File: src/pkg/quad_decoder_pkg.sv
package quad_decoder_pkg;

  // ----------------------------------------
  // geometry
  // ----------------------------------------
  localparam int ADDR_W     = 12;
  localparam int DATA_W     = 32;
  localparam int NUM_AXES   = 3;
  localparam int FILT_DIV_W = 8;
  localparam int FILT_LEN_W = 4;

  // ----------------------------------------
  // register offsets
  // ----------------------------------------
  localparam logic [ADDR_W-1:0] OFF_CHAN_EN   = 12'h000;
  localparam logic [ADDR_W-1:0] OFF_IRQ_EN    = 12'h004;
  localparam logic [ADDR_W-1:0] OFF_IRQ_CLR   = 12'h008;
  localparam logic [ADDR_W-1:0] OFF_IRQ_STAT  = 12'h00C;
  localparam logic [ADDR_W-1:0] OFF_AXIS_BASE = 12'h010;
  localparam logic [ADDR_W-1:0] AXIS_STRIDE   = 12'h014;
  localparam logic [ADDR_W-1:0] SUB_MODE      = 12'h000;
  localparam logic [ADDR_W-1:0] SUB_QHIT      = 12'h004;
  localparam logic [ADDR_W-1:0] SUB_IHIT      = 12'h008;
  localparam logic [ADDR_W-1:0] SUB_QCNT      = 12'h00C;
  localparam logic [ADDR_W-1:0] SUB_ICNT      = 12'h010;
  localparam logic [ADDR_W-1:0] OFF_FILTER    = 12'h04C;

  // ----------------------------------------
  // field positions
  // ----------------------------------------
  localparam int CHAN_EN_STEP   = 4;
  localparam int IRQ_QUAD_BASE  = 0;
  localparam int IRQ_QMODE_BASE = 2;
  localparam int IRQ_INDEX_BASE = 4;
  localparam int IRQ_IMODE_BASE = 6;
  localparam int IRQ_AXIS_STEP  = 8;
  localparam int IRQ_WDOWN_BASE = 24;
  localparam int IRQ_WUP_BASE   = 25;
  localparam int IRQ_WRAP_STEP  = 2;
  localparam int QMODE_LSB      = 0;
  localparam int IMODE_LSB      = 16;
  localparam int FILT_DIV_LSB   = 0;
  localparam int FILT_LEN_LSB   = 8;

  // ----------------------------------------
  // writable bits and reset values
  // ----------------------------------------
  localparam logic [DATA_W-1:0] CHAN_EN_MASK = 32'h0000_0111;
  localparam logic [DATA_W-1:0] IRQ_EN_MASK  = 32'h3F55_5555;
  localparam logic [DATA_W-1:0] STATUS_MASK  = 32'h3F11_1111;
  localparam logic [DATA_W-1:0] MODE_MASK    = 32'h0003_0003;
  localparam logic [DATA_W-1:0] FILTER_MASK  = 32'h0000_0FFF;
  localparam logic [DATA_W-1:0] CHAN_EN_RST  = 32'h0000_0000;
  localparam logic [DATA_W-1:0] IRQ_EN_RST   = 32'h0000_0000;
  localparam logic [DATA_W-1:0] MODE_RST     = 32'h0000_0000;
  localparam logic [DATA_W-1:0] HIT_RST      = 32'h0000_0000;
  localparam logic [DATA_W-1:0] COUNT_RST    = 32'h0000_0000;
  localparam logic [DATA_W-1:0] FILTER_RST   = 32'h0000_0304;

  // ----------------------------------------
  // modes and carriers
  // ----------------------------------------
  typedef enum logic [1:0] {QM_OFF = 2'h0, QM_1X = 2'h1, QM_2X = 2'h2, QM_4X = 2'h3} quad_mode_t;
  typedef enum logic [1:0] {IM_LEVEL = 2'h0, IM_RISE = 2'h1, IM_FALL = 2'h2, IM_BOTH = 2'h3} index_mode_t;

  typedef struct packed {
    logic              enable;
    quad_mode_t        quadMode;
    index_mode_t       indexMode;
    logic              quadOnHit;
    logic              indexOnHit;
    logic [DATA_W-1:0] quadHit;
    logic [DATA_W-1:0] indexHit;
  } axis_cfg_t;

  typedef struct packed {
    logic wrapUp;
    logic wrapDown;
    logic quadEvt;
    logic indexEvt;
  } axis_evt_t;

endpackage : quad_decoder_pkg

File: src/design/quad_debounce.sv
`timescale 1ns/10ps
module quad_debounce
  import quad_decoder_pkg::*;
(
  input  wire logic                  sys_clk,
  input  wire logic                  rst,
  input  wire logic                  ce,
  input  wire logic                  tick,
  input  wire logic [FILT_LEN_W-1:0] len,
  input  wire logic                  pinIn,
  output logic                       level
);

  logic                  syncFirst;
  logic                  syncSecond;
  logic [FILT_LEN_W-1:0] stable;

  // ----------------------------------------
  // synchroniser
  // ----------------------------------------
  always_ff @(posedge sys_clk) begin
    if (rst) begin
      syncFirst  <= 1'b0;
      syncSecond <= 1'b0;
    end else if (ce) begin
      syncFirst  <= pinIn;
      syncSecond <= syncFirst;
    end
  end

  // ----------------------------------------
  // filter
  // ----------------------------------------
  // a new level must hold len+1 samples; bounce shorter than that is lost
  always_ff @(posedge sys_clk) begin
    if (rst) begin
      level  <= 1'b0;
      stable <= '0;
    end else if (ce && tick) begin
      if (syncSecond == level) begin
        stable <= '0;
      end else if (stable >= len) begin
        level  <= syncSecond;
        stable <= '0;
      end else begin
        stable <= stable + 1'b1;
      end
    end
  end

endmodule : quad_debounce

File: src/design/quad_axis.sv
`timescale 1ns/10ps
module quad_axis
  import quad_decoder_pkg::*;
(
  input  wire logic              sys_clk,
  input  wire logic              rst,
  input  wire logic              ce,
  input  wire logic              tick,
  input  axis_cfg_t              cfg,
  input  wire logic              phaseA,
  input  wire logic              phaseB,
  input  wire logic              indexIn,
  output logic      [DATA_W-1:0] quadCount,
  output logic      [DATA_W-1:0] indexCount,
  output axis_evt_t              evt
);

  logic              aPrev;
  logic              bPrev;
  logic              iPrev;
  logic              step;
  logic              up;
  logic              iStep;
  logic [DATA_W-1:0] next_quad;
  logic [DATA_W-1:0] next_index;

  // ----------------------------------------
  // edge decode
  // ----------------------------------------
  always_comb begin
    step = 1'b0;
    up   = 1'b0;
    case (cfg.quadMode)
      QM_1X: begin
        step = phaseA & ~aPrev;
        up   = ~phaseB;
      end
      QM_2X: begin
        step = phaseA ^ aPrev;
        up   = phaseA ^ phaseB;
      end
      QM_4X: begin
        step = (phaseA ^ aPrev) ^ (phaseB ^ bPrev);
        up   = phaseA ^ bPrev;
      end
      default: begin
        step = 1'b0;
        up   = 1'b0;
      end
    endcase
    case (cfg.indexMode)
      IM_LEVEL: iStep = indexIn & tick;
      IM_RISE:  iStep = indexIn & ~iPrev;
      IM_FALL:  iStep = ~indexIn & iPrev;
      default:  iStep = indexIn ^ iPrev;
    endcase
    step       = step & cfg.enable;
    iStep      = iStep & cfg.enable;
    next_quad  = up ? quadCount + 1'b1 : quadCount - 1'b1;
    next_index = indexCount + 1'b1;
  end

  always_ff @(posedge sys_clk) begin
    if (rst) begin
      aPrev <= 1'b0;
      bPrev <= 1'b0;
      iPrev <= 1'b0;
    end else if (ce) begin
      aPrev <= phaseA;
      bPrev <= phaseB;
      iPrev <= indexIn;
    end
  end

  // ----------------------------------------
  // counters and events
  // ----------------------------------------
  always_ff @(posedge sys_clk) begin
    if (rst) begin
      quadCount  <= COUNT_RST;
      indexCount <= COUNT_RST;
      evt        <= '0;
    end else if (ce) begin
      if (step) quadCount <= next_quad;
      if (iStep) indexCount <= next_index;
      evt.wrapUp   <= step & up & (&quadCount);
      evt.wrapDown <= step & ~up & (quadCount == '0);
      evt.quadEvt  <= step & (~cfg.quadOnHit | (next_quad == cfg.quadHit));
      evt.indexEvt <= iStep & (~cfg.indexOnHit | (next_index == cfg.indexHit));
    end
  end

endmodule : quad_axis

File: src/design/quad_decoder.sv
// Operation
// - three axes, each quadrature and index counter
// - quadrature count at 4x, 2x or 1x
// - debounce inputs, registered decoded results
// - sample period and filter length programmable
// - wrap-up interrupt enables at 29,27,25
// - wrap-down interrupt enables at 28,26,24
// - index interrupt mode: change or hit
// - quadrature interrupt mode: change or hit
// - index interrupt enables at 20,12,4
// - quadrature interrupt enables at 16,8,0
// - clear bits 29,27,25 ack wrap-up
// - clear bits 28,26,24 ack wrap-down
// - bit 20 clears z index; reads zero
// - bits 16,12,8,4,0 clear remaining interrupts
// - status register shows conditions per axis
// - 32-bit hit value per axis compared
// - two-bit quadrature mode selects multiplier
//
// The implementer's own choice: the APB slave port.
`timescale 1ns/10ps
module quad_decoder
  import quad_decoder_pkg::*;
(
  input  wire logic                sys_clk,
  input  wire logic                rst,
  input  wire logic                ce,
  input  wire logic                psel,
  input  wire logic                penable,
  input  wire logic                pwrite,
  input  wire logic [ADDR_W-1:0]   paddr,
  input  wire logic [DATA_W-1:0]   pwdata,
  output logic      [DATA_W-1:0]   prdata,
  output logic                     pready,
  output logic                     pslverr,
  input  wire logic [NUM_AXES-1:0] phaseA,
  input  wire logic [NUM_AXES-1:0] phaseB,
  input  wire logic [NUM_AXES-1:0] indexIn,
  output logic                     irq
);

  // ----------------------------------------
  // declarations
  // ----------------------------------------
  logic [DATA_W-1:0]     chanEnable;
  logic [DATA_W-1:0]     irqEnable;
  logic [DATA_W-1:0]     irqStatus;
  logic [DATA_W-1:0]     filterCfg;

  logic [DATA_W-1:0]     axisMode   [NUM_AXES];
  logic [DATA_W-1:0]     quadHit    [NUM_AXES];
  logic [DATA_W-1:0]     indexHit   [NUM_AXES];
  logic [DATA_W-1:0]     quadCount  [NUM_AXES];
  logic [DATA_W-1:0]     indexCount [NUM_AXES];
  axis_cfg_t             axisCfg    [NUM_AXES];
  axis_evt_t             axisEvt    [NUM_AXES];

  logic [NUM_AXES-1:0]   fltA;
  logic [NUM_AXES-1:0]   fltB;
  logic [NUM_AXES-1:0]   fltIndex;

  logic [FILT_DIV_W-1:0] divCount;
  logic [FILT_DIV_W-1:0] divLimit;
  logic [FILT_LEN_W-1:0] filtLen;
  logic                  tick;

  logic                  setupPhase;
  logic                  wrEn;
  logic                  rdEn;
  logic                  addrValid;
  logic [DATA_W-1:0]     rdMux;

  logic                  selChan;
  logic                  selIrqEn;
  logic                  selClr;
  logic                  selStat;
  logic                  selFilter;
  logic [NUM_AXES-1:0]   selMode;
  logic [NUM_AXES-1:0]   selQHit;
  logic [NUM_AXES-1:0]   selIHit;
  logic [NUM_AXES-1:0]   selQCnt;
  logic [NUM_AXES-1:0]   selICnt;

  logic [DATA_W-1:0]     setVec;
  logic [DATA_W-1:0]     clrVec;
  logic [DATA_W-1:0]     next_status;

  // ----------------------------------------
  // bus phases
  // ----------------------------------------
  // zero wait states: every access completes in its first access cycle
  assign pready     = 1'b1;
  assign setupPhase = psel & ~penable;
  assign wrEn       = psel & penable & pwrite & addrValid & ce;
  assign rdEn       = psel & penable & ~pwrite & addrValid & ce;
  assign pslverr    = psel & penable & ~addrValid;

  // ----------------------------------------
  // address decode
  // ----------------------------------------
  always_comb begin
    logic [ADDR_W-1:0] base;
    base      = '0;
    selChan   = (paddr == OFF_CHAN_EN);
    selIrqEn  = (paddr == OFF_IRQ_EN);
    selClr    = (paddr == OFF_IRQ_CLR);
    selStat   = (paddr == OFF_IRQ_STAT);
    selFilter = (paddr == OFF_FILTER);

    for (int k = 0; k < NUM_AXES; k++) begin
      base       = ADDR_W'(OFF_AXIS_BASE + AXIS_STRIDE * k);
      selMode[k] = (paddr == ADDR_W'(base + SUB_MODE));
      selQHit[k] = (paddr == ADDR_W'(base + SUB_QHIT));
      selIHit[k] = (paddr == ADDR_W'(base + SUB_IHIT));
      selQCnt[k] = (paddr == ADDR_W'(base + SUB_QCNT));
      selICnt[k] = (paddr == ADDR_W'(base + SUB_ICNT));
    end

    addrValid = selChan | selIrqEn | selClr | selStat | selFilter
              | (|selMode) | (|selQHit) | (|selIHit) | (|selQCnt) | (|selICnt);
  end

  // ----------------------------------------
  // control registers
  // ----------------------------------------
  always_ff @(posedge sys_clk) begin
    if (rst) begin
      chanEnable <= CHAN_EN_RST;
    end else if (wrEn && selChan) begin
      chanEnable <= pwdata & CHAN_EN_MASK;
    end
  end

  always_ff @(posedge sys_clk) begin
    if (rst) begin
      irqEnable <= IRQ_EN_RST;
    end else if (wrEn && selIrqEn) begin
      irqEnable <= pwdata & IRQ_EN_MASK;
    end
  end

  always_ff @(posedge sys_clk) begin
    if (rst) begin
      filterCfg <= FILTER_RST;
    end else if (wrEn && selFilter) begin
      filterCfg <= pwdata & FILTER_MASK;
    end
  end

  always_ff @(posedge sys_clk) begin
    if (rst) begin
      for (int k = 0; k < NUM_AXES; k++) begin
        axisMode[k] <= MODE_RST;
        quadHit[k]  <= HIT_RST;
        indexHit[k] <= HIT_RST;
      end
    end else if (wrEn) begin
      for (int k = 0; k < NUM_AXES; k++) begin
        if (selMode[k]) begin
          axisMode[k] <= pwdata & MODE_MASK;
        end
        if (selQHit[k]) begin
          quadHit[k] <= pwdata;
        end
        if (selIHit[k]) begin
          indexHit[k] <= pwdata;
        end
      end
    end
  end

  // ----------------------------------------
  // sample tick
  // ----------------------------------------
  assign divLimit = filterCfg[FILT_DIV_LSB +: FILT_DIV_W];
  assign filtLen  = filterCfg[FILT_LEN_LSB +: FILT_LEN_W];
  // one shared tick keeps the a and b filters of an axis in step
  assign tick     = (divCount >= divLimit);

  always_ff @(posedge sys_clk) begin
    if (rst) begin
      divCount <= '0;
    end else if (ce) begin
      divCount <= tick ? '0 : divCount + 1'b1;
    end
  end

  // ----------------------------------------
  // per-axis configuration
  // ----------------------------------------
  always_comb begin
    for (int k = 0; k < NUM_AXES; k++) begin
      axisCfg[k].enable     = chanEnable[CHAN_EN_STEP * k];
      axisCfg[k].quadMode   = quad_mode_t'(axisMode[k][QMODE_LSB +: 2]);
      axisCfg[k].indexMode  = index_mode_t'(axisMode[k][IMODE_LSB +: 2]);
      axisCfg[k].quadOnHit  = irqEnable[IRQ_QMODE_BASE + IRQ_AXIS_STEP * k];
      axisCfg[k].indexOnHit = irqEnable[IRQ_IMODE_BASE + IRQ_AXIS_STEP * k];
      axisCfg[k].quadHit    = quadHit[k];
      axisCfg[k].indexHit   = indexHit[k];
    end
  end

  // ----------------------------------------
  // filters and axes
  // ----------------------------------------
  for (genvar g = 0; g < NUM_AXES; g++) begin : gAxis
    quad_debounce uFiltA (
      .sys_clk (sys_clk),
      .rst     (rst),
      .ce      (ce),
      .tick    (tick),
      .len     (filtLen),
      .pinIn   (phaseA[g]),
      .level   (fltA[g])
    );

    quad_debounce uFiltB (
      .sys_clk (sys_clk),
      .rst     (rst),
      .ce      (ce),
      .tick    (tick),
      .len     (filtLen),
      .pinIn   (phaseB[g]),
      .level   (fltB[g])
    );

    quad_debounce uFiltIdx (
      .sys_clk (sys_clk),
      .rst     (rst),
      .ce      (ce),
      .tick    (tick),
      .len     (filtLen),
      .pinIn   (indexIn[g]),
      .level   (fltIndex[g])
    );

    quad_axis uAxis (
      .sys_clk    (sys_clk),
      .rst        (rst),
      .ce         (ce),
      .tick       (tick),
      .cfg        (axisCfg[g]),
      .phaseA     (fltA[g]),
      .phaseB     (fltB[g]),
      .indexIn    (fltIndex[g]),
      .quadCount  (quadCount[g]),
      .indexCount (indexCount[g]),
      .evt        (axisEvt[g])
    );
  end

  // ----------------------------------------
  // interrupt status
  // ----------------------------------------
  always_comb begin
    setVec = '0;
    for (int k = 0; k < NUM_AXES; k++) begin
      setVec[IRQ_WUP_BASE + IRQ_WRAP_STEP * k]   = axisEvt[k].wrapUp;
      setVec[IRQ_WDOWN_BASE + IRQ_WRAP_STEP * k] = axisEvt[k].wrapDown;
      setVec[IRQ_INDEX_BASE + IRQ_AXIS_STEP * k] = axisEvt[k].indexEvt;
      setVec[IRQ_QUAD_BASE + IRQ_AXIS_STEP * k]  = axisEvt[k].quadEvt;
    end

    clrVec = '0;
    if (wrEn && selClr) begin
      clrVec = pwdata & STATUS_MASK;
    end
    // a read clears only what it returned; a bit set since its setup survives
    if (rdEn && selStat) begin
      clrVec = prdata & STATUS_MASK;
    end

    // a new event in the clearing cycle must survive
    next_status = ((irqStatus & ~clrVec) | setVec) & STATUS_MASK;
  end

  always_ff @(posedge sys_clk) begin
    if (rst) begin
      irqStatus <= '0;
    end else if (ce) begin
      irqStatus <= next_status;
    end
  end

  // enable bits share the status layout; mode bits never meet a status bit
  always_ff @(posedge sys_clk) begin
    if (rst) begin
      irq <= 1'b0;
    end else if (ce) begin
      irq <= |(next_status & irqEnable);
    end
  end

  // ----------------------------------------
  // read data
  // ----------------------------------------
  always_comb begin
    rdMux = '0;

    if (selChan) begin
      rdMux = chanEnable;
    end
    if (selIrqEn) begin
      rdMux = irqEnable;
    end
    if (selStat) begin
      rdMux = irqStatus;
    end
    if (selFilter) begin
      rdMux = filterCfg;
    end

    for (int k = 0; k < NUM_AXES; k++) begin
      if (selMode[k]) begin
        rdMux = axisMode[k];
      end
      if (selQHit[k]) begin
        rdMux = quadHit[k];
      end
      if (selIHit[k]) begin
        rdMux = indexHit[k];
      end
      if (selQCnt[k]) begin
        rdMux = quadCount[k];
      end
      if (selICnt[k]) begin
        rdMux = indexCount[k];
      end
    end
    if (selClr) begin
      rdMux = '0;
    end
  end

  // captured in setup so the access cycle sees flop data
  always_ff @(posedge sys_clk) begin
    if (rst) begin
      prdata <= '0;
    end else if (ce && setupPhase) begin
      prdata <= pwrite ? '0 : rdMux;
    end
  end

endmodule : quad_decoder

File: config.mk
export PLATFORM = sky130hd
export DESIGN_NAME = quad_decoder
export DESIGN_NICKNAME = d
export VERILOG_FILES = /design/src/pkg/quad_decoder_pkg.sv /design/src/design/quad_debounce.sv /design/src/design/quad_axis.sv /design/src/design/quad_decoder.sv
export SDC_FILE = /design/constraint.sdc
export NUM_CORES = 2
export LEC_CHECK = 0
export BUFFER_PORTS_ARGS = -buffer_cell sky130_fd_sc_hd__buf_2
export CAP_MARGIN = 20
export CORE_UTILIZATION = 34
export CTS_CLUSTER_SIZE = 25
export DETAILED_ROUTE_END_ITERATION = 10
export GPL_TIMING_DRIVEN = 0
export SLEW_MARGIN = 20
export SYNTH_ARGS = -nofsm -noshare
export SYNTH_HDL_FRONTEND = slang
export SYNTH_SLANG_ARGS = --single-unit
File: constraint.sdc
create_clock -name sys_clk -period 14.8 [get_ports sys_clk]
set_input_delay 0.74 -clock sys_clk [delete_from_list [all_inputs] [get_ports sys_clk]]
set_output_delay 0.74 -clock sys_clk [all_outputs]
set_load 0.02 [all_outputs]
==> results.cfg <==
[finish]
final_util_pct = 39.6
drive_above_1_share_pct = 7.27
fin_area_sq_um = 40600
syn_to_final_growth_pct = 14.7
nNetsFinal = 4526
final_cells = 5739

[detailed_routing]
drt_pass1_iterations = 8
post_drt_wl_per_cell_um = 30.9
route.detailed.drc = 0
vias = 35400
wirelength_um = 177000
via_per_inst = 6.16
drtIter0Drc = 4982
ant_nets = 0

[worst_setup_path]
cp-start-kind = flip-flop
crit_slowest_cell = a2111oi_0
cp.required_ns = 15.39
critPathMaxStageDelay_ns = 0.86
critPathMaxFanout = 34
r2r_end = gAxis[1].uAxis.evt[1]$_SDFFE_PP0P_
end_kind = flip-flop
r2r-start = axisMode[0][4]$_DFFE_PP_
critPathKind = reg -> reg
crit_chain = nand2b_1 > o21ai_0 > nand2_1 > o21ai_0 > a32o_1 > clkbuf_1 > inv_2 > ha_1 > clkbuf_1 > a21o_1 > nor2_1 > a21oi_1 > o311ai_1 > o211ai_1 > a31o_2 > a21oi_1 > xnor3_1 > a2111oi_0 > nand4_1 > nand2_1
crit_arrival_ns = 6.96
rrSetupSlack_ns = 8.42
r2r_cells = 20

[clock_network]
cts_setup_buffers = 0
path_clk_slew_ns = 0.06
cts.sinks = 566
clockBufferDepth = 3
holdBufCountCts = 0
ctsHtreeMaxLevel = 3
insertion_delay_ns = 0.67
clockRootBuffer = clkbuf_16
cts.repair.resized = 0
cts_tree = built
cts_made_buffers = 70

[timing]
fmax_ghz = 0.157
setup_viol = 0
fin_crit_ns = 6.38
maxSlewViolCount = 0
finalCritPeriodShare_pct = 43.1
fin_setup_tns_ns = 0
tightest_slew_ns = 1.25
grt_setup_unrepaired = false
hold_viol = 0
maxSlewHeadroom_pct = 16.5
clock-skew-final_ns = 0.0360

[power]
combPwrFrac_pct = 7.9
p_seq_share_pct = 44.1
p_clk_share_pct = 48.0
p_leak_uw = 0.0147
power.switching_uw = 1040
power.internal_uw = 2850
p_sw_share_pct = 26.7
irDropWorstVdd_mv = 0.0870
p_per_area_nw_per_um2 = 95.7

[placement]
port_buffers = 92
post_dp_cell_area_sq_um = 38100
hpwl_um = 142000
place_inst = 5599
place.gp.congestion = 1.07

[yosys]
async_flop_share_pct = 0
ys.flop_type = dfxtp_1
synth.net_count = 4344
seq_area_frac_synth_pct = 37.8
yosys_warnings = 0
synth.distinct_cells = 99
ys_ff_latch = 566
synthCells = 4122
syn_area_per_cell_sq_um = 8.59
synthesis.area_sq_um = 35400
synth_edf_count = 204

[grt]
antenna_found_initial = 14
grt_pass1_wl_um = 243000
grt-ovfl-total = 0
grt_max_degree = 35
grt_pass1_vias = 31300
gr-usage-all-layers_pct = 32.4

[worst_hold_path]
hp-class = in -> reg
min_from = indexIn[2]
whs_endpoint = gAxis[2].uFiltIdx.syncFirst$_SDFFE_PP0P_
whs_path_depth = 3

[run_status]
outcome = finished, final reports clean

[floorplanning]
fp.dieArea_sq_um = 105000
start_util_pct = 34.5
row_count = 117
fp.dieW_um = 325
io_pins = 94
core_area_sq_um = 102000
die_h_um = 325

[run]
cap_violations = 0
==> final cells by class <==
class	instances	area (sq um)
fillers	10400	61900
clock buffers	102	2140
well taps	1368	1710
plain buffers	251	1020
diodes	11	27.5
inverters	92	345
clock inverters	26	290
repair buffers	110	852
flip-flops and latches	566	13400
multi-input cells	3213	20800
==> worst max path at each step <==
stage / start / to / slack (ns) / depth (start not counted)
final: axisMode[0][4]$_DFFE_PP_ / gAxis[1].uAxis.evt[1]$_SDFFE_PP0P_ / 8.42 / 20
after global routing: axisMode[0][4]$_DFFE_PP_ / gAxis[1].uAxis.evt[1]$_SDFFE_PP0P_ / 8.11 / 20
after CTS: axisMode[0][4]$_DFFE_PP_ / gAxis[1].uAxis.evt[1]$_SDFFE_PP0P_ / 8.48 / 20
after detailed placement: axisMode[0][4]$_DFFE_PP_ / gAxis[1].uAxis.evt[1]$_SDFFE_PP0P_ / 8.51 / 20
after global placement: paddr[1] / quadHit[0][52]$_DFFE_PP_ / 5.82 / 7
after floorplan: axisMode[0][0]$_DFFE_PP_ / gAxis[0].uAxis.evt[1]$_SDFFE_PP0P_ / 8.85 / 15
==> cell usage after synthesis (all sizes together), types with 96 or more instances <==
library cell | number | area, sq um
nand2 | 459 | 1720
nor2 | 387 | 1450
dfxtp | 362 | 7250
a21oi | 302 | 1510
xnor2 | 277 | 2430
clkbuf | 226 | 850
edfxtp | 204 | 6130
o21ai | 182 | 915
ha | 160 | 2000
xor2 | 135 | 1180
nor3 | 122 | 611
a22oi | 114 | 856
nand3 | 102 | 510
nand4 | 96 | 601
==> layout by cell type (no fill, tap or decap), drive strengths merged, types with 79 or more instances in the layout <==
cell    Yosys  final
nor2      387    387
nand3     102    102
xor2      135    135
edfxtp    204    204
nor3      122    122
ha        160    160
xnor2     277    277
nand4      96     96
a22oi     114    114
dfxtp     362    362
nor4       82     82
inv        92     97
buf        24    134
and2       79     79
nand2     459    459
o21ai     182    182
clkbuf    226    328
a21oi     302    302
==> per-layer routing <==
metal	vias up	routed length [um]	global-route usage, %
met5	-	88	0
met1	17200	72400	43.5
li1	15400	-	-
met2	2294	71300	46.1
met3	446	22500	9.86
met4	16	11000	17.2
==> cell families after synthesis <==
family	Yosys count	share of synthesized area (%)
xor gates and xnor gates	420	10.7
other	1	0.0106
AOI/OAI and AO/OA	1008	18.8
DFF	566	37.8
muxes	75	2.16
adders and majority gates	164	5.85
buffers and inverters	343	3.82
and+or+nand+nor	1545	20.9
==> worst max-delay path: cells and delay by family, from the launching register on <==
kind                     cells  cell delay [ns]
XOR/XNOR                     1             0.28
buffers and inverters        3             1.03
AO/OA/AOI/OAI               10             3.25
adder cells (fa/ha/maj)      1             0.35
flip-flops                   1             0.53
AND/OR/NAND/NOR              5             0.87
==> stage by stage <==
stage,hold WS (ns),setup WS [ns],total power [uW]
4_1_cts,0.315,8.48,3870
2_1_floorplan,0.440,8.85,1880
6_report,0.333,8.42,3880
5_1_grt,0.336,8.11,3950
3_5_place_dp,0.441,8.51,2040
3_3_place_gp,0.432,5.82,2030
==> power groups by stage <==
| stage | clock [uW] | sequential, uW | combinational [uW] |
|---|---|---|---|
| after detailed placement | 0 | 1740 | 296 |
| after global placement | 0 | 1750 | 281 |
| final | 1860 | 1710 | 308 |
| after global routing | 1920 | 1710 | 323 |
| after floorplan | 0 | 1700 | 179 |
| after CTS | 1860 | 1710 | 298 |
==> sequential cells by signal, indices dropped and copies added, names as in the netlist, 8 cells and up <==
register,cells
indexHit,96
axisMode,12
filterCfg,12
gAxis.uAxis.evt,12
prdata,32
quadHit,96
gAxis.uFiltA.stable,12
divCount,8
gAxis.uAxis.quadCount,96
gAxis.uFiltB.stable,12
irqEnable,18
gAxis.uAxis.indexCount,96
gAxis.uFiltIdx.stable,12
irqStatus,12
Power figures use the tool's default switching activity.
